**src/verilog/pcs_pkg.sv**
```systemverilog
// Notes on behaviour
// - the loop output frequency is its input divided by reference+1, times feedback+1, divided by output+1.
// - the loop input is the fast crystal oscillator or the external clock drive, per the reference source select.
// - the source field switches only after a delay, and reads return the source actually active.
// - source codes are 000 tuned oscillator, 001 peripheral, 010 crystal or external, 011 loop, 100 watchdog; 101-111 reserved.
package pcs_pkg;
    // register byte offsets
    localparam logic [11:0] PCS_OFF_CTRL = 12'h000;
    localparam logic [11:0] PCS_OFF_LOOP = 12'h004;
    localparam logic [11:0] PCS_OFF_STAT = 12'h008;
    localparam logic [11:0] PCS_OFF_FREQ = 12'h00C;
    // control register field positions
    localparam int PCS_CTRL_SRC_LSB = 0;
    localparam int PCS_CTRL_REF_BIT = 3;
    localparam int PCS_CTRL_DIV_LSB = 8;
    // loop register field positions
    localparam int PCS_LOOP_RDIV_LSB = 0;
    localparam int PCS_LOOP_NDIV_LSB = 8;
    localparam int PCS_LOOP_ODIV_LSB = 16;
    // status register field positions
    localparam int PCS_STAT_REQ_LSB = 0;
    localparam int PCS_STAT_PEND_BIT = 3;
    localparam int PCS_STAT_BUSY_BIT = 4;
    // reset values
    localparam logic [2:0] PCS_SRC_RESET = 3'h0;
    localparam logic [5:0] PCS_RDIV_RESET = 6'h00;
    localparam logic [6:0] PCS_NDIV_RESET = 7'h1F;
    localparam logic [3:0] PCS_ODIV_RESET = 4'h1;
    localparam logic [3:0] PCS_SDIV_RESET = 4'h0;
    // switch delay in ns and in pclk cycles (least time, rounded up)
    localparam int PCS_CLK_PERIOD_NS = 10;
    localparam int PCS_SWITCH_DELAY_NS = 100;
    localparam int PCS_SWITCH_CYCLES =
        (PCS_SWITCH_DELAY_NS + PCS_CLK_PERIOD_NS - 1) / PCS_CLK_PERIOD_NS;

    // system clock source codes
    typedef enum logic [2:0] {
        PCS_SRC_TUNED = 3'h0,
        PCS_SRC_PERIPH = 3'h1,
        PCS_SRC_XTAL = 3'h2,
        PCS_SRC_LOOP = 3'h3,
        PCS_SRC_WDOG = 3'h4
    } pcs_src_e;

    // switch sequencer, one-hot
    typedef enum logic [3:0] {
        PCS_ST_IDLE = 4'b0001,
        PCS_ST_DELAY = 4'b0010,
        PCS_ST_OLD_LOW = 4'b0100,
        PCS_ST_NEW_LOW = 4'b1000
    } pcs_state_e;

    // divider settings of the loop
    typedef struct packed {
        logic [5:0] loop_ref_divider;
        logic [6:0] loop_feedback_divider;
        logic [3:0] loop_output_divider;
    } pcs_loop_cfg_s;
endpackage

```
**src/verilog/pcs_divider.sv**
```systemverilog
`timescale 1ns/1ps
`default_nettype none
// serial restoring divider: one quotient bit per cycle
module pcs_divider
    import pcs_pkg::*;
#(
    parameter int NUM_W = 32,
    parameter int DEN_W = 16
)(
    input wire logic pclk,
    input wire logic presetn,
    input wire logic start,
    input wire logic [NUM_W-1:0] numer,
    input wire logic [DEN_W-1:0] denom,
    output logic busy,
    output logic [NUM_W-1:0] quot
);
    // refused at elaboration: the 7-bit bit counter and the shifts need these bounds
    if (NUM_W < DEN_W || DEN_W < 2 || NUM_W > 64)
    begin
        $error("pcs_divider: unsupported widths");
    end

    logic [NUM_W-1:0] q_r;
    logic [DEN_W:0] rem_r;
    logic [DEN_W-1:0] den_r;
    logic [6:0] cnt_r;
    logic busy_r;
    logic [NUM_W-1:0] res_r;
    logic [DEN_W:0] shifted;
    logic take;

    // trial subtraction on the shifted remainder
    assign shifted = {rem_r[DEN_W-1:0], q_r[NUM_W-1]};
    assign take = (shifted >= {1'b0, den_r});

    // start is ignored while a division runs; a zero divisor cannot occur here
    always_ff @(posedge pclk or negedge presetn)
    begin
        if (!presetn)
        begin
            q_r <= '0;
            rem_r <= '0;
            den_r <= '0;
            cnt_r <= '0;
            busy_r <= 1'b0;
            res_r <= '0;
        end
        else if (start && !busy_r)
        begin
            q_r <= numer;
            rem_r <= '0;
            den_r <= denom;
            cnt_r <= 7'(NUM_W);
            busy_r <= 1'b1;
        end
        else if (busy_r)
        begin
            rem_r <= take ? (shifted - {1'b0, den_r}) : shifted;
            q_r <= {q_r[NUM_W-2:0], take};
            cnt_r <= cnt_r - 7'h01;
            if (cnt_r == 7'h01)
            begin
                busy_r <= 1'b0;
                res_r <= {q_r[NUM_W-2:0], take};
            end
        end
    end

    assign busy = busy_r;
    assign quot = res_r;
endmodule
`default_nettype wire

```
**src/verilog/pcs_clock_select.sv**
```systemverilog
// Local design decisions: the APB interface to the registers and the register offsets.
`timescale 1ns/1ps
`default_nettype none
// system clock selection, loop divider settings and apb registers
module pcs_clock_select
    import pcs_pkg::*;
#(
    parameter int XTAL_KHZ = 3000,
    parameter int EXT_KHZ = 3000
)(
    input wire logic pclk,
    input wire logic presetn,
    input wire logic psel,
    input wire logic penable,
    input wire logic pwrite,
    input wire logic [11:0] paddr,
    input wire logic [31:0] pwdata,
    output logic [31:0] prdata,
    output logic pready,
    output logic pslverr,
    input wire logic digital_tuned_osc,
    input wire logic periph_clk,
    input wire logic fast_crystal_osc,
    input wire logic ext_clk_drive,
    input wire logic loop_clk,
    input wire logic watchdog_osc,
    output logic loop_input_clock,
    output logic sys_clk,
    output logic [2:0] active_source,
    output logic [3:0] sys_clk_divider,
    output logic [16:0] loop_cfg
);
    // refused at elaboration: kHz inputs must fit the 16-bit operand
    // and the switch delay must fit its 8-bit counter
    if (XTAL_KHZ < 1 || XTAL_KHZ > 65535 || EXT_KHZ < 1 || EXT_KHZ > 65535
        || PCS_SWITCH_CYCLES < 1 || PCS_SWITCH_CYCLES > 255)
    begin
        $error("pcs_clock_select: parameter out of range");
    end

    // level of a source by code; reserved codes give a quiet low
    function automatic logic src_level(input logic [2:0] code, input logic [4:0] lv);
        src_level = (code <= 3'h4) ? lv[code] : 1'b0;
    endfunction

    // reference frequencies in kHz, only used for the frequency readback
    localparam logic [15:0] XTAL_K = 16'(XTAL_KHZ);
    localparam logic [15:0] EXT_K = 16'(EXT_KHZ);

    // software settings and the source actually in use
    logic [2:0] active_r, req_r;
    logic ref_sel_r;
    logic [3:0] sdiv_r;
    pcs_loop_cfg_s cfg_r;

    // switch sequencer
    pcs_state_e state_r, state_nxt;
    logic [7:0] dly_r;

    // output levels and apb answer
    logic out_r, ref_out_r;
    logic [31:0] prdata_r;
    logic pready_r, pslverr_r;

    // frequency readback; a shared serial divider saves a wide combinational one
    logic calc_start_r;
    logic calc_busy;
    logic [31:0] freq_khz;

    // apb decode; setup phase is answered in the following access cycle
    wire setup = psel && !penable;
    wire access = psel && penable && pready_r;
    wire hit_ctrl = (paddr == PCS_OFF_CTRL);
    wire hit_loop = (paddr == PCS_OFF_LOOP);
    wire hit_stat = (paddr == PCS_OFF_STAT);
    wire hit_freq = (paddr == PCS_OFF_FREQ);
    wire mapped = hit_ctrl || hit_loop || hit_stat || hit_freq;
    wire wr_ctrl = access && pwrite && hit_ctrl;
    wire wr_loop = access && pwrite && hit_loop;
    wire [2:0] wr_src = pwdata[PCS_CTRL_SRC_LSB +: 3];
    // reserved codes are dropped so the mux never parks on a dead source
    wire src_ok = (wr_src <= 3'(PCS_SRC_WDOG));
    wire pending = (state_r != PCS_ST_IDLE);

    // read mux; the source field shows the active source, not the request
    wire [31:0] rd_ctrl = (32'(sdiv_r) << PCS_CTRL_DIV_LSB)
        | (32'(ref_sel_r) << PCS_CTRL_REF_BIT) | (32'(active_r) << PCS_CTRL_SRC_LSB);
    wire [31:0] rd_loop = (32'(cfg_r.loop_output_divider) << PCS_LOOP_ODIV_LSB)
        | (32'(cfg_r.loop_feedback_divider) << PCS_LOOP_NDIV_LSB)
        | (32'(cfg_r.loop_ref_divider) << PCS_LOOP_RDIV_LSB);
    wire [31:0] rd_stat = (32'(calc_busy) << PCS_STAT_BUSY_BIT)
        | (32'(pending) << PCS_STAT_PEND_BIT) | (32'(req_r) << PCS_STAT_REQ_LSB);
    wire [31:0] rd_data = hit_ctrl ? rd_ctrl : hit_loop ? rd_loop
        : hit_stat ? rd_stat : hit_freq ? freq_khz : 32'h0000_0000;

    // apb answer flops
    always_ff @(posedge pclk or negedge presetn)
    begin
        if (!presetn)
        begin
            pready_r <= 1'b0;
            pslverr_r <= 1'b0;
            prdata_r <= 32'h0000_0000;
        end
        else
        begin
            pready_r <= setup;
            pslverr_r <= setup && !mapped;
            prdata_r <= (setup && !pwrite) ? rd_data : 32'h0000_0000;
        end
    end

    // software settings
    always_ff @(posedge pclk or negedge presetn)
    begin
        if (!presetn)
        begin
            req_r <= PCS_SRC_RESET;
            ref_sel_r <= 1'b0;
            sdiv_r <= PCS_SDIV_RESET;
            cfg_r <= '{PCS_RDIV_RESET, PCS_NDIV_RESET, PCS_ODIV_RESET};
            calc_start_r <= 1'b1;
        end
        else
        begin
            calc_start_r <= wr_loop || wr_ctrl;
            if (wr_ctrl)
            begin
                if (src_ok)
                    req_r <= wr_src;
                ref_sel_r <= pwdata[PCS_CTRL_REF_BIT];
                sdiv_r <= pwdata[PCS_CTRL_DIV_LSB +: 4];
            end
            if (wr_loop)
            begin
                cfg_r.loop_ref_divider <= pwdata[PCS_LOOP_RDIV_LSB +: 6];
                cfg_r.loop_feedback_divider <= pwdata[PCS_LOOP_NDIV_LSB +: 7];
                cfg_r.loop_output_divider <= pwdata[PCS_LOOP_ODIV_LSB +: 4];
            end
        end
    end

    wire ref_lvl = ref_sel_r ? ext_clk_drive : fast_crystal_osc;
    wire [4:0] lv = {watchdog_osc, loop_clk, ref_lvl, periph_clk, digital_tuned_osc};
    wire old_lvl = src_level(active_r, lv);
    wire new_lvl = src_level(req_r, lv);

    // switch sequencer: delay, then wait for both sources low before handover
    always_comb
    begin
        state_nxt = state_r;
        case (state_r)
            PCS_ST_IDLE: if (req_r != active_r) state_nxt = PCS_ST_DELAY;
            PCS_ST_DELAY: if (dly_r == 8'h01) state_nxt = PCS_ST_OLD_LOW;
            PCS_ST_OLD_LOW: if (!old_lvl) state_nxt = PCS_ST_NEW_LOW;
            PCS_ST_NEW_LOW: if (!new_lvl && !old_lvl) state_nxt = PCS_ST_IDLE;
            default: state_nxt = PCS_ST_IDLE;
        endcase
    end

    always_ff @(posedge pclk or negedge presetn)
    begin
        if (!presetn)
        begin
            state_r <= PCS_ST_IDLE;
            dly_r <= 8'h00;
            active_r <= PCS_SRC_RESET;
        end
        else
        begin
            state_r <= state_nxt;
            dly_r <= (state_r == PCS_ST_IDLE) ? 8'(PCS_SWITCH_CYCLES) : dly_r - 8'h01;
            if (state_r == PCS_ST_NEW_LOW && state_nxt == PCS_ST_IDLE)
                active_r <= req_r;
        end
    end

    // old source runs on, output held low across the handover
    wire gate_low = (state_r == PCS_ST_NEW_LOW);
    always_ff @(posedge pclk or negedge presetn)
    begin
        if (!presetn)
        begin
            out_r <= 1'b0;
            ref_out_r <= 1'b0;
        end
        else
        begin
            out_r <= gate_low ? 1'b0 : old_lvl;
            ref_out_r <= ref_lvl;
        end
    end

    // loop output in kHz: fin * (n+1) / ((r+1) * (o+1))
    wire [15:0] fin = ref_sel_r ? EXT_K : XTAL_K;
    wire [31:0] numer = 32'(fin) * 32'({1'b0, cfg_r.loop_feedback_divider} + 8'h01);
    wire [15:0] denom = 16'({1'b0, cfg_r.loop_ref_divider} + 7'h01)
        * 16'({1'b0, cfg_r.loop_output_divider} + 5'h01);
    // the result lags a settings write by the division time; a write during a running division starts none and is not recomputed; status shows busy
    pcs_divider #(.NUM_W(32), .DEN_W(16)) u_div (
        .pclk(pclk),
        .presetn(presetn),
        .start(calc_start_r),
        .numer(numer),
        .denom(denom),
        .busy(calc_busy),
        .quot(freq_khz)
    );

    // every output is a flop
    assign prdata = prdata_r;
    assign pready = pready_r;
    assign pslverr = pslverr_r;
    assign sys_clk = out_r;
    assign loop_input_clock = ref_out_r;
    assign active_source = active_r;
    assign sys_clk_divider = sdiv_r;
    assign loop_cfg = cfg_r;
endmodule
`default_nettype wire

```
**config.mk**
```make
export PLATFORM = sky130hd
export DESIGN_NAME = pcs_clock_select
export DESIGN_NICKNAME = d
export VERILOG_FILES = /design/src/verilog/pcs_pkg.sv /design/src/verilog/pcs_divider.sv /design/src/verilog/pcs_clock_select.sv
export SDC_FILE = /design/constraint.sdc
export NUM_CORES = 1
export LEC_CHECK = 0
export BUFFER_PORTS_ARGS = -buffer_cell sky130_fd_sc_hd__buf_2
export CORE_ASPECT_RATIO = 0.5
export CORE_MARGIN = 1.5
export CORE_UTILIZATION = 55
export CTS_CLUSTER_DIAMETER = 120
export DETAILED_ROUTE_END_ITERATION = 10
export PLACE_DENSITY_LB_ADDON = 0.2
export REMOVE_ABC_BUFFERS = 1
export SYNTH_ARGS = -nofsm -noshare
export SYNTH_HDL_FRONTEND = slang
export SYNTH_SLANG_ARGS = --single-unit
```
**constraint.sdc**
```tcl
create_clock -name pclk -period 5.75 [get_ports pclk]
set_input_delay 0.2875 -clock pclk [delete_from_list [all_inputs] [get_ports pclk]]
set_output_delay 0.2875 -clock pclk [all_outputs]
set_load 0.1 [all_outputs]
```
==> reports/metrics.cfg, run 1 <==
[run_status]
status = complete, no violations

[timing]
slew_viol_final = 0
clock_skew_ns = 0.01123
period_minus_slack_ns = 5.408
rsz0062_at_grt = no
tns_ns = 0
fin_ws_ns = 0.3420
min_period_over_period_pct = 94.05
finalHoldViolations = 0
relSlewSlack_pct = 39.97
setup_violations = 0
worst_pin_slew_ns = 0.8972
hold_slack_ns = 0.09237
fmax_mhz = 184.9

[routing]
vias = 7710
drc_errors = 0
vias_per_cell = 5.547
drt_pass1_iterations = 5
ant_nets = 0
drtIter0Drc = 567
wl_per_cell_um = 16.32
totalWireLength_mm = 22.69

[logic_synthesis]
synthFlopType = dfrtp_1
synth_simple_gate_area_share_pct = 13.11
synth_top_family_by_area = adder cells
synthCells = 1031
synthArstFlopShare_pct = 100.0
synthMuxAreaShare_pct = 9.459
ys_warn_count = 0
synth_seq_cells = 177
yosysUniqueCellTypes = 67
synthXorXnorAreaFrac_pct = 4.333
synth_area_mm2 = 0.01071
synth.avg_cell_area_um2 = 10.39
synthAdderAreaFrac_pct = 16.09
yosysSeqAreaShare_pct = 41.43
synth_edf_count = 0
synth-compound-area-share_pct = 10.80

[floorplan]
die_x_um = 200.4
die_y_um = 101.7
core_mm2 = 0.01874
ioPinCount = 115
rows = 35
start_util_pct = 57.16
dieArea_mm2 = 0.02038

[final_layout]
mostFrequentLayoutCell = dfrtp_1
instances_no_fill = 1390
final_cell_mix = 168 x dfrtp_1, 98 x buf_2, 88 x inv_1
nets = 1288
fillCellCount = 1513
syn_to_final_growth_pct = 12.44
drive_gt1_share_pct = 19.72
antenna_cells = 0

[worst_setup_path]
cp.required_ns = 6.02
worst_setup_path_end_kind = flip-flop
worst-path-max-fanout = 8
worstSetupPathType = reg -> reg
cp_slowest_cell = dfstp_2
crit_chain = inv_1 -> nor3_1 -> xor2_1 -> fa_1 -> inv_1 -> fa_1 -> fa_1 -> fa_1 -> inv_1 -> ha_1 -> nand3_1 -> a21oi_1 -> o41ai_2 -> a21oi_1 -> o22ai_1 -> xor2_1 -> o21ai_0
critPathArrivalTime_ns = 5.68
cpPeakStageDelay_ns = 0.63
regToRegStartpoint = loop_cfg[4]
critPathLaunch = loop_cfg[4]
cp_common_cell = fa_1
reg2reg_setup_slack_ns = 0.34
start_kind = flip-flop

[worst_hold_path]
hp-start = pwdata[12]
hold_class = in -> reg

[power_and_ir_drop]
power.total_mw = 2.512
powerDensity_mw_per_mm2 = 208.5
peakVddDrop_mv = 0.1992
p_leak_nw = 6.255

[global_route]
grt_pass1_vias = 7712
grt_max_degree = 99
antenna_found_initial = 0
grt_remaining_overflow = 0
track_usage_pct = 23.38
grt_pass1_wl_mm = 38.01

[clock_tree]
clkTransAtPathRegs_ns = 0.07
clock-sinks = 177
htreeDepth = 4
cts_buffers = 17
cts_tree = built
post_cts_buffers = 0
clock_latency_ns = 0.42
cts_max_path_buffers = 2
cts_root_buf = clkbuf_16

[placement]
dpl.hpwl_mm = 16.72
gp_congestion = 0.9468
dp_slack_ns = 0.2135
portBuffers = 99
dpl.cell_count = 1357

[run]
max-cap-violations = 0

-- cells by family after synthesis --
group	count (synthesis)
xor+xnor	53
flops	177
fa+ha+maj	115
mux	92
simple gates	284
compound gates	181
buf+inv	129
-- synth_stat cells, types with 4 or more instances --
cell       instances  area [um2]
nand4_1            7       43.79
ha_1              77       963.4
and2_1            17       106.4
nand2b_1          10       62.56
nor3_1            21       105.1
a211oi_1           8       60.06
o31ai_1            5       37.54
inv_1             88       330.3
or3_1              5       31.28
nand3_1           26       130.1
nand3b_1           4       30.03
dfstp_2            8       210.2
nor2_1            88       330.3
xnor2_1           30       262.8
a21o_1            14       105.1
a22o_1            15       131.4
a31oi_1            4       25.02
dfrtp_1          169        4229
a22oi_1            8       60.06
a2111oi_0          4       35.03
xor2_1            23       201.4
nor2b_1            9       56.30
or2_2              6       37.54
buf_2              8       40.04
o21ai_0           49       245.2
nand2_1           63       236.5
mux2_2            54       608.1
o21a_1             9       67.56
fa_1              38       760.7
or4_1              4       30.03
a21oi_1           45       225.2
mux2i_1           33       330.3
clkbuf_1          25       93.84
-- area by class of cell --
class                           count  area (um2)  area share [%]
Sequential cell                   177        4441           36.86
Inverter                           89       334.1           2.773
Clock inverter                     12       122.6           1.018
Multi-Input combinational cell    725        5787           48.04
Timing Repair Buffer              108       571.8           4.747
Clock buffer                       20       466.7           3.874
Tap cell                          259       324.1           2.690
-- worst paths after layout --
path,endpoint,cells after the start
min in group asynchronous,u_div.quot[14],2
hold / removal,loop_cfg[8],2
setup reg to reg,u_div.q_r[19],17
hold reg to reg,prdata[24],1
max in group asynchronous,prdata[25],3
setup / recovery,u_div.q_r[19],17
-- power by group --
group / internal, mW / switching [mW]
registers: 1.25 / 0.00361
clock network: 0.643 / 0.518
logic: 0.0304 / 0.0676
total: 1.92 / 0.589
-- critical path: cells and delay by family, from the launching register on --
kind / cells / cell delay, ns
AND/OR/NAND/NOR: 2 / 0.45
XOR/XNOR: 2 / 0.55
buffers and inverters: 3 / 0.31
adder cells (fa/ha/maj): 5 / 2.35
flip-flops: 1 / 0.63
AO/OA/AOI/OAI: 5 / 0.93
-- state kept, by name, summed over array words and instances (netlist names) --
signal / flops
pready: 1
loop_cfg: 17
state_r: 4
u_div.cnt_r: 7
dly_r: 8
pslverr: 1
active_source: 3
calc_start_r: 1
u_div.quot: 32
u_div.q_r: 32
loop_input_clock: 1
sys_clk: 1
req_r: 3
u_div.den_r: 12
ref_sel_r: 1
u_div.busy: 1
sys_clk_divider: 4
prdata: 32
u_div.rem_r: 16
-- metrics by stage --
step           instance area (um2)  utilization, %
2_1_floorplan                10540               -
3_3_place_gp                 11440           61.03
3_5_place_dp                 11440           61.03
4_1_cts                      12040           64.23
5_1_grt                      12050           64.27
6_report                     12050           64.27
-- what timing repair did --
action                     CTS  global route
hold buffers                 1             0
setup endpoints to repair    0             2
gates resized for setup      0             1
hold endpoints to repair    18             0
-- routing by layer --
| layer | wire [um] | GRT usage (%) | up-vias |
|---|---|---|---|
| met4 | 297 | 7.114 | 0 |
| met5 | 0 | 0 | - |
| met2 | 11010 | 39.02 | 158 |
| li1 | - | - | 3743 |
| met1 | 10540 | 31.86 | 3783 |
| met3 | 838 | 3.925 | 26 |
(Power assumes the default switching activity.)
==> run 2: changes to the inputs <==
- clock period: 5.75 -> 6.9 ns (I/O delays scaled with it)
==> run 2 against run 1 <==
Hold slack worse by 0.084 ns; total power fell by 17%; sequential cell count did not move; clock-buffer cell count increased by 2; register-to-register slack improved by 0.90 ns; core utilization fell by 0.25 points; via count fell by 0.56%; clock power down 18%.
==> reports/metrics.cfg, run 2 (synthesized netlist as in run 1, its figures left out) <==
[run_status]
status = complete, no violations  ; unchanged

[clock_tree]
cts_buffers = 17  ; unchanged
cts_hold_buffers = 0  ; was 1
cts_max_path_buffers = 2  ; unchanged
post_cts_buffers = 0  ; unchanged
ctsResizeCount = 0  ; unchanged
cts_tree = built  ; unchanged
htreeDepth = 4  ; unchanged
clock_latency_ns = 0.43  ; was 0.42 ns
clock-sinks = 177  ; unchanged
clkTransAtPathRegs_ns = 0.06  ; was 0.07 ns
cts_root_buf = clkbuf_16  ; unchanged

[timing]
fmax_mhz = 176.8  ; was 184.9 MHz
tns_ns = 0  ; unchanged
setup_violations = 0  ; unchanged
clock_skew_ns = 0.009162  ; was 0.01123 ns
relSlewSlack_pct = 36.55  ; was 39.97%
fin_ws_ns = 1.245  ; was 0.3420 ns
slew_viol_final = 0  ; unchanged
hold_slack_ns = 0.008813  ; was 0.09237 ns
rsz0062_at_grt = no  ; unchanged
period_minus_slack_ns = 5.655  ; was 5.408 ns
finalHoldViolations = 0  ; unchanged
min_period_over_period_pct = 81.96  ; was 94.05%
worst_pin_slew_ns = 0.9518  ; was 0.8972 ns

[worst_setup_path]
worstSetupPathType = reg -> reg  ; unchanged
cpPeakStageDelay_ns = 0.62  ; was 0.63 ns
cp.required_ns = 7.17  ; was 6.02 ns
crit_chain = ha_1 -> nand2_1 -> nor2_1 -> xnor2_1 -> inv_1 -> fa_1 -> inv_1 -> fa_1 -> fa_1 -> fa_1 -> inv_1 -> ha_1 -> nand3_1 -> a21oi_1 -> o41ai_1 -> a21oi_1 -> o22ai_1 -> xor2_1 -> o21ai_0  ; was inv_1 -> nor3_1 -> xor2_1 -> fa_1 -> inv_1 -> fa_1 -> fa_1 -> fa_1 -> inv_1 -> ha_1 -> nand3_1 -> a21oi_1 -> o41ai_2 -> a21oi_1 -> o22ai_1 -> xor2_1 -> o21ai_0
start_kind = flip-flop  ; unchanged
cp_top_family = adder cells  ; unchanged
worst_setup_path_end_kind = flip-flop  ; unchanged
cp_common_cell = fa_1  ; unchanged
path_buf_inv = 3  ; unchanged
worst-path-max-fanout = 8  ; unchanged
critPathArrivalTime_ns = 5.93  ; was 5.68 ns
cp_slowest_cell = dfstp_2  ; unchanged

[final_layout]
nets = 1285  ; was 1288
antenna_cells = 0  ; unchanged
final_cell_mix = 168 x dfrtp_1, 98 x buf_2, 88 x inv_1  ; unchanged
mostFrequentLayoutCell = dfrtp_1  ; unchanged
drive_gt1_share_pct = 19.33  ; was 19.72%
syn_to_final_growth_pct = 11.99  ; was 12.44%

[run]
max-cap-violations = 0  ; unchanged

[routing]
wl_per_cell_um = 16.19  ; was 16.32 um
vias_per_cell = 5.528  ; was 5.547
ant_nets = 0  ; unchanged
vias = 7667  ; was 7710
totalWireLength_mm = 22.45  ; was 22.69 mm
drt_pass1_iterations = 5  ; unchanged
drc_errors = 0  ; unchanged
drtIter0Drc = 449  ; was 567

[floorplan]
dieArea_mm2 = 0.02038  ; unchanged
start_util_pct = 57.16  ; unchanged
die_y_um = 101.7  ; unchanged
die_x_um = 200.4  ; unchanged
ioPinCount = 115  ; unchanged
rows = 35  ; unchanged
core_mm2 = 0.01874  ; unchanged

[global_route]
antenna_found_initial = 0  ; unchanged
grt_pass1_wl_mm = 37.25  ; was 38.01 mm
grt_pass1_vias = 7620  ; was 7712
grt.busiest_layer = met2  ; unchanged
grt_max_degree = 105  ; was 99
grt_remaining_overflow = 0  ; unchanged
met1_usage_pct = 30.44  ; was 31.86%
met2_usage_pct = 40.09  ; was 39.02%
track_usage_pct = 23.00  ; was 23.38%
grt_use_met3_pct = 4.215  ; was 3.925%

[power_and_ir_drop]
p_leak_nw = 6.210  ; was 6.255 nW
powerDensity_mw_per_mm2 = 173.1  ; was 208.5 mW/mm2
peakVddDrop_mv = 0.1557  ; was 0.1992 mV

[placement]
dp_slack_ns = 1.258  ; was 0.2135 ns
gp_congestion = 0.9149  ; was 0.9468
dpl.hpwl_mm = 16.36  ; was 16.72 mm
portBuffers = 99  ; unchanged

[worst_hold_path]
hold_class = in -> async  ; was in -> reg

-- run 2: changes by cell type in the layout (fill, tap and decap cells not counted), moves of 2 or more --
cell        before  now
clkinvlp_4       1    4
buf_4            8    6
clkbuf_1         0    2
clkinv_4         3    1
inv_8            2    0
-- run 2: worst reg2reg max path, cell delays in order, from the launching register on --
cell     delay, ns
dfstp_2       0.62
ha_1          0.23
nand2_1       0.07
nor2_1        0.14
xnor2_1       0.21
inv_1         0.16
fa_1          0.59
inv_1         0.08
fa_1          0.51
fa_1          0.52
fa_1          0.54
inv_1         0.04
ha_1          0.35
nand3_1       0.10
a21oi_1       0.08
o41ai_1       0.59
a21oi_1       0.19
o22ai_1       0.18
xor2_1        0.20
o21ai_0       0.10
-- run 2: area by class of cell --
cell class / instances / area (um2)
timing repair buffer: 105 / 546.8
multi-input combinational: 725 / 5779
tap: 259 / 324.1
inverter: 89 / 334.1
clock inverter: 10 / 100.1
sequential: 177 / 4441
fill: 1548 / 6744
clock buffer: 22 / 474.2
-- run 2: metrics by stage --
step	instance area (um2)	util, %	power, mW	instances
after floorplan	10540	-	1.100	991
after global placement	11420	60.95	1.143	1355
after detailed placement	11420	60.95	1.146	1355
after CTS	12000	64.02	2.090	1387
after global routing	12000	64.02	2.145	1387
final	12000	64.02	2.077	1387
-- run 2: final timing paths --
path                       slack (ns)  cells past startpoint        endpoint           from
setup / recovery                 1.24                     19   u_div.q_r[19]    loop_cfg[4]
hold / removal                  0.009                      1  u_div.quot[13]        presetn
setup reg to reg                 1.24                     19   u_div.q_r[19]    loop_cfg[4]
hold reg to reg                  0.48                      1       prdata[6]  u_div.quot[6]
max in group asynchronous        5.38                      2      u_div.busy        presetn
min in group pclk                0.14                      3     loop_cfg[4]      pwdata[8]
-- run 2: per-layer routing --
layer	wire [um]	up-vias
li1	-	3725
met1	10660	3800
met2	10950	123
met3	651	19
met4	185	0
met5	0	-
-- run 2: report_power, final --
part           switching [mW]  leakage, nW  internal (mW)  total [mW]
logic                  0.0555         3.51         0.0246      0.0801
clock network           0.422        0.270          0.530       0.952
registers             0.00314         2.43           1.04        1.04
